<file path="config.mk">
export PLATFORM = sky130hd
export DESIGN_NAME = rtcpit_top
export DESIGN_NICKNAME = d
export VERILOG_FILES = /design/src/rtcpit_pkg.sv /design/src/rtcpit_sync_delay.sv /design/src/rtcpit_top.sv
export SDC_FILE = /design/constraint.sdc
export NUM_CORES = 1
export LEC_CHECK = 0
export BUFFER_PORTS_ARGS = -buffer_cell sky130_fd_sc_hd__buf_2
export CORE_MARGIN = 5
export CORE_UTILIZATION = 25
export DETAILED_ROUTE_END_ITERATION = 10
export GPL_TIMING_DRIVEN = 0
export SYNTH_ARGS = -nofsm -noshare
export SYNTH_HDL_FRONTEND = slang
export SYNTH_HIERARCHICAL = 1
export SYNTH_SLANG_ARGS = --single-unit
</file>
<file path="constraint.sdc">
create_clock -name I_CLK -period 2.2 [get_ports I_CLK]
set_clock_uncertainty 0.15 [all_clocks]
set_input_delay 0.11 -clock I_CLK [delete_from_list [all_inputs] [get_ports I_CLK]]
set_output_delay 0.11 -clock I_CLK [all_outputs]
set_load 0.05 [all_outputs]
</file>
<file path="src/rtcpit_pkg.sv">
package rtcpit_pkg;

	// Register indices; the byte address is four times the index
	localparam logic [7:0] IDX_IRQ_CTRL     = 8'h02;
	localparam logic [7:0] IDX_IRQ_FLAGS    = 8'h03;
	localparam logic [7:0] IDX_CMP_LO       = 8'h0C;
	localparam logic [7:0] IDX_CMP_HI       = 8'h0D;
	localparam logic [7:0] IDX_PIT_CTRL     = 8'h10;
	localparam logic [7:0] IDX_PIT_STATUS   = 8'h11;
	localparam logic [7:0] IDX_PIT_IRQ_EN   = 8'h12;
	localparam logic [7:0] IDX_PIT_IRQ_FLAG = 8'h13;
	localparam logic [7:0] IDX_PIT_DBG      = 8'h15;

	localparam int ADDR_W = 8;

	// Field positions
	localparam int POS_OVF         = 0;
	localparam int POS_CMP         = 1;
	localparam int POS_PIT_EN      = 0;
	localparam int POS_PERIOD_LO   = 3;
	localparam int POS_PERIOD_HI   = 6;
	localparam int POS_SYNC_BUSY   = 0;
	localparam int POS_PIT_IRQ     = 0;
	localparam int POS_RUN_HALTED  = 0;

	// Reset values
	localparam logic [15:0] RST_COMPARE = 16'h0000;
	localparam logic [7:0]  RST_PIT_CTRL = 8'h00;
	localparam logic [7:0]  RST_BYTE     = 8'h00;

	// Period field encodings
	localparam logic [3:0] PERIOD_OFF  = 4'h0;
	localparam logic [3:0] PERIOD_MIN  = 4'h1;
	localparam logic [3:0] PERIOD_MAX  = 4'hE;

	// Counter clock cycles from a write until it takes effect
	localparam logic [1:0] SYNC_CYCLES = 2'h2;

	// Writable bits of the periodic timer control register
	localparam logic [7:0] PIT_CTRL_MASK = 8'h79;

endpackage

</file>
<file path="src/rtcpit_sync_delay.sv">
`timescale 1ns/1ps
`default_nettype none

module rtcpit_sync_delay #(
	parameter int W = 8
) (
	// Clock and reset
	input  wire logic         i_clk,
	input  wire logic         i_rst_n,
	// Load side
	input  wire logic         i_load,
	input  wire logic [W-1:0] i_data,
	input  wire logic [W-1:0] i_rst_val,
	// Effective side
	output var  logic [W-1:0] o_data,
	output var  logic         o_busy
);
	import rtcpit_pkg::*;

	logic [W-1:0] hold_q;
	logic [W-1:0] hold_d;
	logic [W-1:0] out_q;
	logic [W-1:0] out_d;
	logic [1:0]   cnt_q;
	logic [1:0]   cnt_d;
	logic         init_q;
	logic         init_d;

	always_comb begin
		hold_d = hold_q;
		out_d  = out_q;
		cnt_d  = cnt_q;
		init_d = 1'b1;
		// Reset value is caught after release, never under reset
		if (!init_q) begin
			out_d  = i_rst_val;
			hold_d = i_rst_val;
		end
		if (cnt_q == 2'h1) begin
			out_d = hold_q;
		end
		if (cnt_q != 2'h0) begin
			cnt_d = cnt_q - 2'h1;
		end
		// A new write restarts the delay; an older one is dropped unless it applies in this cycle
		if (i_load) begin
			hold_d = i_data;
			cnt_d  = SYNC_CYCLES;
		end
	end

	always_ff @(posedge i_clk or negedge i_rst_n) begin
		if (!i_rst_n) begin
			hold_q <= '0;
			out_q  <= '0;
			cnt_q  <= 2'h0;
			init_q <= 1'b0;
		end else begin
			hold_q <= hold_d;
			out_q  <= out_d;
			cnt_q  <= cnt_d;
			init_q <= init_d;
		end
	end

	assign o_data = out_q;
	assign o_busy = (cnt_q != 2'h0);

endmodule

`default_nettype wire

</file>
<file path="src/rtcpit_top.sv">
// Design decision made here: the APB register port.
`timescale 1ns/1ps
`default_nettype none

// Operation
// RQ1 - Compare value split into low byte at base, high byte next index up.
// RQ2 - Both compare bytes are readable and writable by software.
// RQ3 - Period field bits 6:3 picks 4 to 32768 cycles; 0 and 0xF give none.
// RQ4 - Enable bit 0 of timer control starts periodic interrupts.
// RQ5 - Status bit 0 reads one while a control write is synchronising.
// RQ6 - Periodic interrupt enable gates the flag onto the interrupt output.
// RQ7 - Periodic flag sets on every timer interval, enabled or not.
// RQ8 - Writing one clears the periodic flag; zero leaves it.
// RQ9 - Without run-while-halted, the timer freezes during debug halt.
// RQ10 - With run-while-halted, the timer keeps running during debug halt.
// RQ11 - Compare flag sets when count equals compare; write one clears.
// RQ12 - Counter-domain writes take effect two clock cycles later.
// RQ13 - Compare and overflow enables gate their flags onto counter interrupt.
// RQ14 - Software waits for busy clear before rewriting timer control.
// RQ15 - Free-running prescaler gives one single-cycle pulse per interval.
module rtcpit_top #(
	parameter int PRESC_W = 15
) (
	// Clock and reset
	input  wire logic                          I_CLK,
	input  wire logic                          I_RST_N,
	// APB slave
	input  wire logic                          I_PSEL,
	input  wire logic                          I_PENABLE,
	input  wire logic                          I_PWRITE,
	input  wire logic [rtcpit_pkg::ADDR_W-1:0] I_PADDR,
	input  wire logic [31:0]                   I_PWDATA,
	output var  logic [31:0]                   O_PRDATA,
	output var  logic                          O_PREADY,
	output var  logic                          O_PSLVERR,
	// Counter side
	input  wire logic [15:0]                   I_COUNT_VALUE,
	input  wire logic                          I_COUNT_OVERFLOW,
	output var  logic [15:0]                   O_COMPARE_VALUE,
	// Debug
	input  wire logic                          I_DEBUG_HALT,
	// Interrupts and events
	output var  logic                          O_IRQ_COUNTER,
	output var  logic                          O_IRQ_PERIODIC,
	output var  logic                          O_PIT_EVENT
);
	import rtcpit_pkg::*;

	localparam logic [7:0] A_IRQ_CTRL     = 8'(4 * IDX_IRQ_CTRL);
	localparam logic [7:0] A_IRQ_FLAGS    = 8'(4 * IDX_IRQ_FLAGS);
	localparam logic [7:0] A_CMP_LO       = 8'(4 * IDX_CMP_LO);
	localparam logic [7:0] A_CMP_HI       = 8'(4 * IDX_CMP_HI);
	localparam logic [7:0] A_PIT_CTRL     = 8'(4 * IDX_PIT_CTRL);
	localparam logic [7:0] A_PIT_STATUS   = 8'(4 * IDX_PIT_STATUS);
	localparam logic [7:0] A_PIT_IRQ_EN   = 8'(4 * IDX_PIT_IRQ_EN);
	localparam logic [7:0] A_PIT_IRQ_FLAG = 8'(4 * IDX_PIT_IRQ_FLAG);
	localparam logic [7:0] A_PIT_DBG      = 8'(4 * IDX_PIT_DBG);

	// Bus phase decode
	logic        setup;
	logic        wr_acc;
	logic [7:0]  wbyte;

	// Software-side registers
	logic [15:0] compare_value_q;
	logic [15:0] compare_value_d;
	logic [7:0]  pit_ctrl_q;
	logic [7:0]  pit_ctrl_d;
	logic [1:0]  irq_ctrl_q;
	logic [1:0]  irq_ctrl_d;
	logic        pit_irq_en_q;
	logic        pit_irq_en_d;
	logic        run_while_halted_q;
	logic        run_while_halted_d;

	// Flags
	logic        cmp_flag_q;
	logic        cmp_flag_d;
	logic        ovf_flag_q;
	logic        ovf_flag_d;
	logic        pit_flag_q;
	logic        pit_flag_d;

	// Read path
	logic [31:0] prdata_q;
	logic [31:0] prdata_d;
	logic        pslverr_q;
	logic        pslverr_d;
	logic        addr_hit;
	logic [7:0]  rbyte;

	// Synchronised copies
	logic        ld_cmp;
	logic        ld_ctrl;
	logic [15:0] cmp_eff;
	logic        cmp_busy;
	logic [7:0]  ctrl_eff;
	logic        ctrl_busy;

	// Periodic timer
	logic [PRESC_W-1:0] presc_q;
	logic [PRESC_W-1:0] presc_d;
	logic               pit_tick_q;
	logic               pit_tick_d;
	logic [3:0]         period;
	logic               pit_en;
	logic               pit_run;
	logic               period_ok;
	logic [15:0]        mask16;
	logic [PRESC_W-1:0] mask;
	logic               interval_hit;
	logic               cmp_match;

	assign setup  = I_PSEL && !I_PENABLE;
	assign wr_acc = I_PSEL && I_PENABLE && I_PWRITE;
	assign wbyte  = I_PWDATA[7:0];

	// Compare bytes and control reach the counter side via a delay stage
	assign ld_cmp  = wr_acc && (I_PADDR == A_CMP_LO || I_PADDR == A_CMP_HI);
	assign ld_ctrl = wr_acc && (I_PADDR == A_PIT_CTRL);

	rtcpit_sync_delay #(
		.W(16)
	) u_cmp_sync (
		.i_clk    (I_CLK),
		.i_rst_n  (I_RST_N),
		.i_load   (ld_cmp),
		.i_data   (compare_value_d),
		.i_rst_val(RST_COMPARE),
		.o_data   (cmp_eff),
		.o_busy   (cmp_busy)
	); // RQ12

	rtcpit_sync_delay #(
		.W(8)
	) u_ctrl_sync (
		.i_clk    (I_CLK),
		.i_rst_n  (I_RST_N),
		.i_load   (ld_ctrl),
		.i_data   (pit_ctrl_d),
		.i_rst_val(RST_PIT_CTRL),
		.o_data   (ctrl_eff),
		.o_busy   (ctrl_busy)
	); // RQ12

	// Software register writes
	always_comb begin
		compare_value_d    = compare_value_q;
		pit_ctrl_d         = pit_ctrl_q;
		irq_ctrl_d         = irq_ctrl_q;
		pit_irq_en_d       = pit_irq_en_q;
		run_while_halted_d = run_while_halted_q;
		if (wr_acc) begin
			case (I_PADDR)
				A_CMP_LO: begin
					compare_value_d[7:0] = wbyte; // RQ1
				end
				A_CMP_HI: begin
					compare_value_d[15:8] = wbyte; // RQ2
				end
				A_PIT_CTRL: begin
					pit_ctrl_d = wbyte & PIT_CTRL_MASK; // RQ3
				end
				A_IRQ_CTRL: begin
					irq_ctrl_d = wbyte[POS_CMP:POS_OVF];
				end
				A_PIT_IRQ_EN: begin
					pit_irq_en_d = wbyte[POS_PIT_IRQ];
				end
				A_PIT_DBG: begin
					run_while_halted_d = wbyte[POS_RUN_HALTED];
				end
				default: begin
				end
			endcase
		end
	end

	always_ff @(posedge I_CLK or negedge I_RST_N) begin
		if (!I_RST_N) begin
			compare_value_q    <= RST_COMPARE;
			pit_ctrl_q         <= RST_PIT_CTRL;
			irq_ctrl_q         <= 2'h0;
			pit_irq_en_q       <= 1'b0;
			run_while_halted_q <= 1'b0;
		end else begin
			compare_value_q    <= compare_value_d;
			pit_ctrl_q         <= pit_ctrl_d;
			irq_ctrl_q         <= irq_ctrl_d;
			pit_irq_en_q       <= pit_irq_en_d;
			run_while_halted_q <= run_while_halted_d;
		end
	end

	// Periodic timer, driven only by the synchronised control copy
	assign period    = ctrl_eff[POS_PERIOD_HI:POS_PERIOD_LO];
	assign pit_en    = ctrl_eff[POS_PIT_EN]; // RQ4
	assign period_ok = (period >= PERIOD_MIN) && (period <= PERIOD_MAX); // RQ3
	assign pit_run   = !I_DEBUG_HALT || run_while_halted_q; // RQ9 RQ10
	// Interval of 2^(period+1) cycles
	assign mask16    = (16'h0002 << period) - 16'h0001;
	assign mask      = mask16[PRESC_W-1:0];
	assign interval_hit = ((presc_q & mask) == mask);

	always_comb begin
		presc_d    = presc_q;
		pit_tick_d = 1'b0;
		// Halted timer neither counts nor fires
		if (pit_run) begin
			presc_d = presc_q + PRESC_W'(1); // RQ15
			pit_tick_d = pit_en && period_ok && interval_hit; // RQ15
		end
	end

	always_ff @(posedge I_CLK or negedge I_RST_N) begin
		if (!I_RST_N) begin
			presc_q    <= '0;
			pit_tick_q <= 1'b0;
		end else begin
			presc_q    <= presc_d;
			pit_tick_q <= pit_tick_d;
		end
	end

	// Flags: a set in the clearing cycle wins
	assign cmp_match = (I_COUNT_VALUE == cmp_eff);

	always_comb begin
		cmp_flag_d = cmp_flag_q;
		ovf_flag_d = ovf_flag_q;
		pit_flag_d = pit_flag_q;
		if (wr_acc && I_PADDR == A_IRQ_FLAGS) begin
			if (wbyte[POS_CMP]) begin
				cmp_flag_d = 1'b0; // RQ11
			end
			if (wbyte[POS_OVF]) begin
				ovf_flag_d = 1'b0;
			end
		end
		if (wr_acc && I_PADDR == A_PIT_IRQ_FLAG && wbyte[POS_PIT_IRQ]) begin
			pit_flag_d = 1'b0; // RQ8
		end
		if (cmp_match) begin
			cmp_flag_d = 1'b1; // RQ11
		end
		if (I_COUNT_OVERFLOW) begin
			ovf_flag_d = 1'b1;
		end
		if (pit_tick_q) begin
			pit_flag_d = 1'b1; // RQ7
		end
	end

	always_ff @(posedge I_CLK or negedge I_RST_N) begin
		if (!I_RST_N) begin
			cmp_flag_q <= 1'b0;
			ovf_flag_q <= 1'b0;
			pit_flag_q <= 1'b0;
		end else begin
			cmp_flag_q <= cmp_flag_d;
			ovf_flag_q <= ovf_flag_d;
			pit_flag_q <= pit_flag_d;
		end
	end

	// Read path, sampled in the setup cycle
	always_comb begin
		rbyte    = RST_BYTE;
		addr_hit = 1'b1;
		case (I_PADDR)
			A_CMP_LO: begin
				rbyte = compare_value_q[7:0]; // RQ1
			end
			A_CMP_HI: begin
				rbyte = compare_value_q[15:8]; // RQ2
			end
			A_PIT_CTRL: begin
				rbyte = pit_ctrl_q;
			end
			A_PIT_STATUS: begin
				rbyte[POS_SYNC_BUSY] = ctrl_busy; // RQ5
			end
			A_IRQ_CTRL: begin
				rbyte[POS_CMP:POS_OVF] = irq_ctrl_q;
			end
			A_IRQ_FLAGS: begin
				rbyte[POS_CMP] = cmp_flag_q;
				rbyte[POS_OVF] = ovf_flag_q;
			end
			A_PIT_IRQ_EN: begin
				rbyte[POS_PIT_IRQ] = pit_irq_en_q;
			end
			A_PIT_IRQ_FLAG: begin
				rbyte[POS_PIT_IRQ] = pit_flag_q;
			end
			A_PIT_DBG: begin
				rbyte[POS_RUN_HALTED] = run_while_halted_q;
			end
			default: begin
				addr_hit = 1'b0;
			end
		endcase
	end

	always_comb begin
		prdata_d  = prdata_q;
		pslverr_d = pslverr_q;
		if (setup) begin
			prdata_d  = {24'h000000, rbyte};
			pslverr_d = !addr_hit;
		end
	end

	always_ff @(posedge I_CLK or negedge I_RST_N) begin
		if (!I_RST_N) begin
			prdata_q  <= 32'h00000000;
			pslverr_q <= 1'b0;
		end else begin
			prdata_q  <= prdata_d;
			pslverr_q <= pslverr_d;
		end
	end

	// Zero wait states; error only meaningful during access
	assign O_PREADY  = 1'b1;
	assign O_PSLVERR = I_PSEL && I_PENABLE && pslverr_q;
	assign O_PRDATA  = prdata_q;

	// Outputs
	assign O_COMPARE_VALUE = cmp_eff;
	assign O_IRQ_COUNTER = (cmp_flag_q && irq_ctrl_q[POS_CMP])
		|| (ovf_flag_q && irq_ctrl_q[POS_OVF]); // RQ13
	assign O_IRQ_PERIODIC = pit_flag_q && pit_irq_en_q; // RQ6
	assign O_PIT_EVENT    = pit_tick_q; // RQ15

	// cmp_busy is kept for symmetry but software has no status bit for it
	logic unused_ok;
	assign unused_ok = cmp_busy;

endmodule

`default_nettype wire

</file>
## After elaboration in Yosys (flattened, before gate mapping)

Cells that the tools add are included.

| storage, ports and cells | value |
|---|---|
| flip-flop bits (word level) | 107 |
| bits in latches | 0 |
| RAM bits | 0 |
| memory bits (read-only) | 0 |
| bits of input ports | 63 |
| output and inout port bits | 53 |
| logic and storage cells | 108 |
| memories | 0 |

| cells by class | value |
|---|---|
| $add $sub $neg | 4 |
| $mul | 0 |
| div/mod/pow operators | 0 |
| $lt $le $gt $ge | 2 |
| equal/unequal tests | 17 |
| shifts and indexed selects | 1 |
| mux-type cells | 28 |
| bitwise operators | 1 |
| reductions and logical operators | 36 |

Operator list:

| operator | count |
|---|---|
| $mux 16 | 4 |
| $eq 8x7->1 const B | 5 |
| $mux 8 | 4 |
| $mux 7 | 3 |
| $pmux 6 s3 | 1 |
| $reduce_bool 2->1 | 9 |
| $eq 16x16->1 | 1 |
| $eq 8x4->1 const B | 2 |
| $eq 8x6->1 const B | 2 |
| $add 15x1->15 const B | 1 |
| $and 15x15->15 | 1 |
| $eq 15x15->1 | 1 |
| $logic_and 1x1->1 | 15 |
| $shl 2x4->15 const A | 1 |
| $sub 15x1->15 const B | 1 |
| $mux 1 | 10 |
| $reduce_and 2->1 | 5 |
| $pmux 1 s9 | 1 |
| $reduce_or 9->1 | 1 |
| $mux 2 | 4 |
| $ne 2x2->1 const B | 4 |
| $pmux 1 s5 | 1 |
| $eq 2x1->1 const B | 2 |
| $ge 4x1->1 const B | 1 |
| other kinds (4) | 9 |

## Depth between registers and ports, before layout

Gate-level depths: netlist of the first run.

| logic depth | value |
|---|---|
| depth in word-level cells | 6 |
| depth in mapped cells | 10 |
| depth with buffers taken out | 8 |

## Cells and area by module

The synthesis of the first run kept the hierarchy.

Modules (own cells, without submodules):

| module | times used | cells an instance | area an instance (um^2) | seq. area each (um^2) |
|---|---|---|---|---|
| rtcpit_top | 1 | 317 | 3299.4 | 1401.3 |
| rtcpit_sync_delay (u_cmp_sync) | 1 | 151 | 1639.1 | 875.8 |
| rtcpit_sync_delay (u_ctrl_sync) | 1 | 82 | 890.9 | 475.5 |

## Worst setup path after synthesis of the first run

Ideal clock, no wire load.

| timing | value |
|---|---|
| path type | register to register |
| start point | register u_ctrl_sync.out_q[6] (netlist: u_ctrl_sync/o_data[6]) |
| end point | register pit_tick_q (netlist: O_PIT_EVENT) |
| library setup time | 0.122 ns |
| arrival time | 2.059 ns |
| data required time | 1.928 ns |
| setup slack | -0.131 ns |
| stages on the path, launching flop included | 9 |
| buffers on the path | 1 |
| clock period less this slack | 2.331 ns |
| cells stage by stage | dfrtp_1 -> or4_1 -> ha_1 -> clkbuf_1 -> nor3_1 -> mux2i_1 -> o21a_1 -> o22ai_1 -> nor4_1 |

| on the way | value |
|---|---|
| longest elaborated chain between the ends | 6 |
| elaborated cells on any way between the ends | 10 |
| classes of those cells | 1 x add/sub; 2 x order compare; 1 x eq/ne; 1 x shift; 1 x mux; 1 x bitwise; 3 x reduce/logical |

RTL lines:

| element | RTL line | text |
|---|---|---|
| start, declared | rtcpit_sync_delay.sv:22 | `logic [W-1:0] out_q;` |
| start signal, assigned | rtcpit_sync_delay.sv:60 | `out_q <= out_d;` |
| $shl 2x4->15 | rtcpit_top.sv:201 | `assign mask16 = (16'h0002 << period) - 16'h0001;` |
| $sub 15x1->15 | rtcpit_top.sv:201 |  |
| $and 15x15->15 | rtcpit_top.sv:203 | `assign interval_hit = ((presc_q & mask) == mask);` |
| $eq 15x15->1 | rtcpit_top.sv:203 |  |
| $logic_and 1x1->1 * | rtcpit_top.sv:211 | `pit_tick_d = pit_en && period_ok && interval_hit;` |
| $mux 1 * | rtcpit_top.sv:209 | `if (pit_run) begin` |
| net pit_tick_d | rtcpit_top.sv:104 | `logic pit_tick_d;` |
| end signal, assigned | rtcpit_top.sv:221 | `pit_tick_q <= pit_tick_d;` |
| end, declared | rtcpit_top.sv:103 | `logic pit_tick_q;` |

The timed path passes the listed nets; every way through them passes the cells marked *.
A chain may end at the register's enable or synchronous reset.

## Final worst setup path of the first run

| timing | value |
|---|---|
| start point | register u_ctrl_sync.out_q[4] (netlist: u_ctrl_sync/o_data[4]) |
| end point | register pit_tick_q (netlist: O_PIT_EVENT) |

The elaborated chain is that of the path after synthesis.

==> metrics.txt, run 1 <==
Vias/cell=4.26; data required time of the worst path=2.29 ns; multi-input logic area=2830 um^2; vias in the first global route=4267; R2R Path Start=u_ctrl_sync/o_data[4]; die width=159 um; Seq pwr share=0.374; period utilisation layout=1.06; clk slew on worst S/H paths=0.07 ns; Pwr Density=1000 nW/um^2; Fillers=2282; Final #Nets=753; Max FO, Critical Path=5; Worst-Skew Late Latency=0.35 ns; TritonCTS clock tree=yes; Antenna diodes=0; critical setup path kind=reg2reg; fin crit period=2.34 ns; Register Area=2610 um^2; largest net degree at the start of global routing=65; Layout area overhead=27.2%; GP Congestion=0.779; Core ar.=21900 um^2; Final Hold Fails=0; violated checks=negative setup slack; r2r worst-path depth=7; critical path endpoint category=register; vias=4131; R2R setup slack=-0.14 ns; Port Buf Inserts=65; NetSw=0.00282 W; Final ANT Viol Nets=0; # DRC=0; Internal Pwr Total=0.00426 W; Power Total=0.00707 W; total of max-cap violations=0; Mapped Area=5560 um^2; crit path DAT=2.43 ns; Startpoint Class=register; Least-Margin Pin Slew=0.593 ns; Worst Hold Endpoint=O_PRDATA[5]; net switching fraction of the power=0.398; drt pass-1 iters=4; worst setup slack after layout=-0.140 ns; min-delay src=I_PADDR[0]; half-perimeter wire length after placement=10.2 mm; clk root buf=clkbuf_16; Lkg Pwr=3.40 nW; RSZ-0062 raised after global routing=yes; GRT overflow=0; Slew headroom=0.603; FP Rows=54; initial antenna violation count=0; setup violators final=1; Comb pwr share=0.396; Num Clock Sinks=104; total I/O pin count=116; Avg Inst Size Synth=10.6 um^2; htree depth=3; cell count after synthesis=525; fmax=427 MHz; Place WS=-0.393 ns; post-route cell area=7070 um^2; Critical path origin=u_ctrl_sync/o_data[4]; Total GRT Usage=0.106; wire per inst=13.7 um; DRT iter0 DRCs=236; DIE AREA=25300 um^2; worst-path cell chain=or4_4 -> ha_4 -> buf_8 -> mux2_4 -> a2bb2oi_2 -> o22ai_2 -> nor4_4; final wirelength=13.3 mm; Min-Delay Path Depth=4; dpl cell area=6520 um^2; r2r endpoint=O_PIT_EVENT; worst-path cell with the longest stage delay=or4_4; worst min path class=in2reg; share of cells above drive strength 1=0.258; Die Y=159 um; outcome=finished with violations; Initial Utilization=0.254; fin. max-slew vios=0; Max Root-Sink Buffers=2; Ys Warns=6; CTS buffer count=9; first-pass GRT wire length=22.1 mm; VDD IR max=0.728 mV; delay of the slowest critical-path stage=0.57 ns; clock power share=0.230
==> cells in the final DEF, fill, tap and decap left out, types with 4 or more instances in the layout <==
master         instances
o21ai_1               42
mux2_2                21
buf_6                  4
conb_1                69
and3_1                 5
nor3_1                 5
buf_12                 4
a22o_1                 9
o21ai_0               15
nor2_1                20
and2_1                 7
clkbuf_16             10
dlygate4sd3_1         13
mux2_4                 6
buf_4                 30
nand2_1               58
mux2i_1               44
nand4_1               10
xnor2_1               18
a22oi_1                7
inv_1                 10
ha_1                   5
a21oi_1                7
dfrtp_1              102
buf_2                 73
clkbuf_1               8
xor2_1                14
nand3_1               11
==> per-stage QoR <==
step	hold slack (ns)	utilization	TNS, ns	cells
global route	0.0460	0.323	-0.208	969
CTS	0.0125	0.319	-0.252	966
detailed placement	-0.00579	0.298	-0.393	936
global placement	0.186	0.297	-38.21	935
floorplan	-0.336	-	0	590
finish	0.0251	0.323	-0.140	969
==> registers in the layout, indices dropped and copies added, names as in the netlist, 2 cells and up <==
signal and cells:
u_ctrl_sync/o_data 5, u_ctrl_sync/cnt_q 2, u_cmp_sync/o_data 16, pit_ctrl_q 8, compare_value_q 16, O_PRDATA 8, presc_q 15, irq_ctrl_q 2
u_cmp_sync/cnt_q 2, u_ctrl_sync/hold_q 5, u_cmp_sync/hold_q 16
==> timing repair <==
item / in CTS / in global routing
setup endpoints to repair: 1 / 1
resized for setup: 6 / 9
endpoints found under the hold margin: 68 / 0
hold buffers: 13 / 0
pin swaps: 2 / 7
buffers inserted: 2 / 2
cloned: 0 / 1
==> critical path: cells and delay by family, from the launching register on <==
kind                     cells  cell delay (ns)
AO/OA/AOI/OAI                2             0.28
adder cells (fa/ha/maj)      1             0.19
buffers and inverters        1             0.13
flip-flops                   1             0.41
multiplexers                 1             0.27
AND/OR/NAND/NOR              2             0.81
==> final cells by class <==
class	instances	share of cell area
multi-input cells	422	0.400
repair buffers	84	0.0764
inverters	11	0.00584
clock buffers	9	0.0318
plain buffers	52	0.0577
clock inverters	7	0.0101
well taps	280	0.0495
flip-flops and latches	104	0.368
==> layer usage <==
metal	part of all wire	GRT usage	vias to the layer above
met2	0.50	0.177	49
met1	0.47	0.142	1999
met3	0.022	0.0166	9
li1	-	-	2074
met5	0	0	-
met4	0.0099	0.0333	0
==> worst max-delay path by stage <==
stage,end,depth (start not counted)
after floorplan,O_PIT_EVENT,9
after global placement,O_PIT_EVENT,8
after detailed placement,O_PIT_EVENT,8
after CTS,O_PIT_EVENT,7
after global routing,O_PIT_EVENT,7
final,O_PIT_EVENT,7
==> power groups by stage <==
| stage | clock network, W | logic (W) | registers, W |
|---|---|---|---|
| 3_5_place_dp | 0 | 0.00254 | 0.00267 |
| 3_3_place_gp | 0 | 0.00250 | 0.00267 |
| 6_report | 0.00163 | 0.00280 | 0.00264 |
| 2_1_floorplan | 0 | 0.00144 | 0.00310 |
| 4_1_cts | 0.00167 | 0.00263 | 0.00265 |
| 5_1_grt | 0.00175 | 0.00307 | 0.00271 |
Note: power is estimated with default switching activity, not from simulation.
==> run 2: changes to the inputs <==
--- a/config.mk
+++ b/config.mk
@@ -10,6 +10,8 @@
 export CORE_UTILIZATION = 25
 export DETAILED_ROUTE_END_ITERATION = 10
 export GPL_TIMING_DRIVEN = 0
+export MAX_ROUTING_LAYER = met4
+export SETUP_SLACK_MARGIN = 0.05
 export SYNTH_ARGS = -nofsm -noshare
 export SYNTH_HDL_FRONTEND = slang
 export SYNTH_HIERARCHICAL = 1
==> metrics.txt, run 2 (synthesis results as in run 1) <==
crit-path leading delay family=simple AND/OR/NAND/NOR gates; DRT iter0 DRCs=218 (-7.6%); die width=159 um (unchanged); fin crit period=2.43 ns (+0.0940 ns); clk slew on worst S/H paths=0.07 ns (about the same); Worst Path Buf+Inv=2 (+1); WP depth=8 (+1); uppermost layer routed=met4; Final #Nets=756 (+0.40%); worst setup slack after layout=-0.234 ns (-0.0940 ns); initial antenna violation count=0 (unchanged); met3 WL=341 um (+16%); Lkg Pwr=3.39 nW (-0.20%); largest net degree at the start of global routing=68 (+4.6%); Worst-Skew Late Latency=0.34 ns (about the same); VDD IR max=0.762 mV (+4.7%); critical path endpoint category=register; worst-path cell chain=buf_6 -> or4_4 -> ha_4 -> buf_8 -> mux2_4 -> a2bb2oi_4 -> o22ai_2 -> nor4_2; # DRC=0 (unchanged); commonest non-fill, non-tap cell in the layout=dfrtp_1; Critical path origin=u_ctrl_sync/o_data[3]; total I/O pin count=116 (unchanged); worst min path class=in2reg; met2 WL=6.76 mm (+1.7%); Num Clock Sinks=104 (unchanged); period utilisation layout=1.11 (+0.0427); data required time of the worst path=2.28 ns (about the same); Worst Setup EP=O_PIT_EVENT; fmax=411 MHz (-3.9%); Total GRT Usage=0.109 (+0.00286); R2R Path Start=u_ctrl_sync/o_data[3]; Final ANT Viol Nets=0 (unchanged); Die Y=159 um (unchanged); Startpoint Class=register; wire length on met1=6.29 mm (+1.6%); half-perimeter wire length after placement=10.2 mm (+0.38%); Port Buf Inserts=65 (unchanged); Pwr Density=989 nW/um^2 (-1.1%); Slew headroom=0.592 (-0.0106); Max FO, Critical Path=10 (+5); crit path DAT=2.52 ns (+0.09 ns); DIE AREA=25300 um^2 (unchanged); R2R setup slack=-0.23 ns (-0.09 ns); Vias/cell=4.26 (about the same); r2r endpoint=O_PIT_EVENT; Antenna diodes=0 (unchanged); vias=4142 (+0.27%); drt pass-1 iters=4 (unchanged); Fillers=2298 (+0.70%); delay of the slowest critical-path stage=0.52 ns (-0.05 ns); RSZ-0062 raised after global routing=yes; Core ar.=21900 um^2 (unchanged); Core Util, Final=0.322 (-0.000857); r2r worst-path depth=8 (+1); fin. max-slew vios=0 (unchanged); outcome=finished with violations; total of max-cap violations=0 (unchanged); TritonCTS clock tree=yes; vias in the first global route=4208 (-1.4%); CTS buffer count=9 (unchanged); GRT overflow=0 (unchanged); final wirelength=13.5 mm (+1.8%); first-pass GRT wire length=22.2 mm (+0.50%); clk root buf=clkbuf_16; Least-Margin Pin Slew=0.609 ns (+0.0158 ns); GP Congestion=0.775 (-0.50%); setup violators final=1 (unchanged); htree depth=3 (unchanged); most frequent cells in the layout=dfrtp_1, buf_2, conb_1; violated checks=negative setup slack; Final Hold Fails=0 (unchanged); wire per inst=13.9 um (+1.5%); Hold Slack=0.0295 ns (+0.00446 ns); FP Rows=54 (unchanged); Layout area overhead=26.9%; worst-path cell with the longest stage delay=or4_4; Max Root-Sink Buffers=2 (unchanged); Initial Utilization=0.254 (unchanged); Power Total=0.00697 W (-1.4%); critical setup path kind=reg2reg; share of cells above drive strength 1=0.256 (-0.00257)
run 2: cell count changes in the layout (fill, tap and decap cells not counted), moves of 2 or more:
cell | before | now
buf_4 | 30 | 33
a2bb2oi_2 | 3 | 1
inv_6 | 0 | 2
clkinv_2 | 3 | 1
run 2: timing repair:
action,in CTS,in global routing
endpoints found under the hold margin,63,0
pin swaps,2,5
gates resized for setup,4,6
buffers inserted,4,3
hold buffers,13,0
setup endpoints to repair,1,1
run 2: power by group:
group          switching (W)  internal [W]
clock network       0.000738      0.000813
logic                0.00171       0.00109
registers           0.000361       0.00227
total                0.00280       0.00417
run 2: worst register-to-register path: cells and delay by family, from the launching register on:
family / cells / cell delay, ns
buffers and inverters: 2 / 0.26
AND/OR/NAND/NOR: 2 / 0.79
AO/OA/AOI/OAI: 2 / 0.25
adder cells (fa/ha/maj): 1 / 0.18
multiplexers: 1 / 0.29
flip-flops: 1 / 0.41
run 2: stage by stage:
| stage | TNS [ns] | cell area [um^2] | cells | setup WS (ns) |
|---|---|---|---|---|
| final | -0.234 | 7050 | 972 | -0.234 |
| after global routing | -0.321 | 7050 | 972 | -0.321 |
| after CTS | -0.253 | 7010 | 969 | -0.253 |
| after detailed placement | -0.364 | 6540 | 936 | -0.364 |
| after global placement | -39.81 | 6510 | 935 | -0.385 |
| after floorplan | 0 | 5840 | 590 | 0.0387 |
run 2: worst min path at each step:
stage | start | to | cells after the start
global placement | I_COUNT_OVERFLOW | ovf_flag_q | 2
floorplan | I_RST_N | O_PIT_EVENT | 0
detailed placement | I_RST_N | u_cmp_sync/init_q | 1
global route | I_PADDR[0] | O_PRDATA[1] | 3
finish | I_PADDR[0] | O_PRDATA[3] | 4
CTS | I_PADDR[1] | O_PRDATA[3] | 4
run 2: layout make-up:
class	count	area (um^2)	area share
plain buffers	53	419	0.0594
inverters	11	41.3	0.00585
flip-flops and latches	104	2600	0.369
clock inverters	6	48.8	0.00692
well taps	280	350	0.0497
repair buffers	86	538	0.0763
clock buffers	10	239	0.0339
multi-input cells	422	2810	0.399
run 2: per-layer routing:
layer	track usage	vias to the layer above
met5	-	-
met4	0.0256	0
met3	0.0155	13
met2	0.182	64
met1	0.140	1989
li1	-	2076
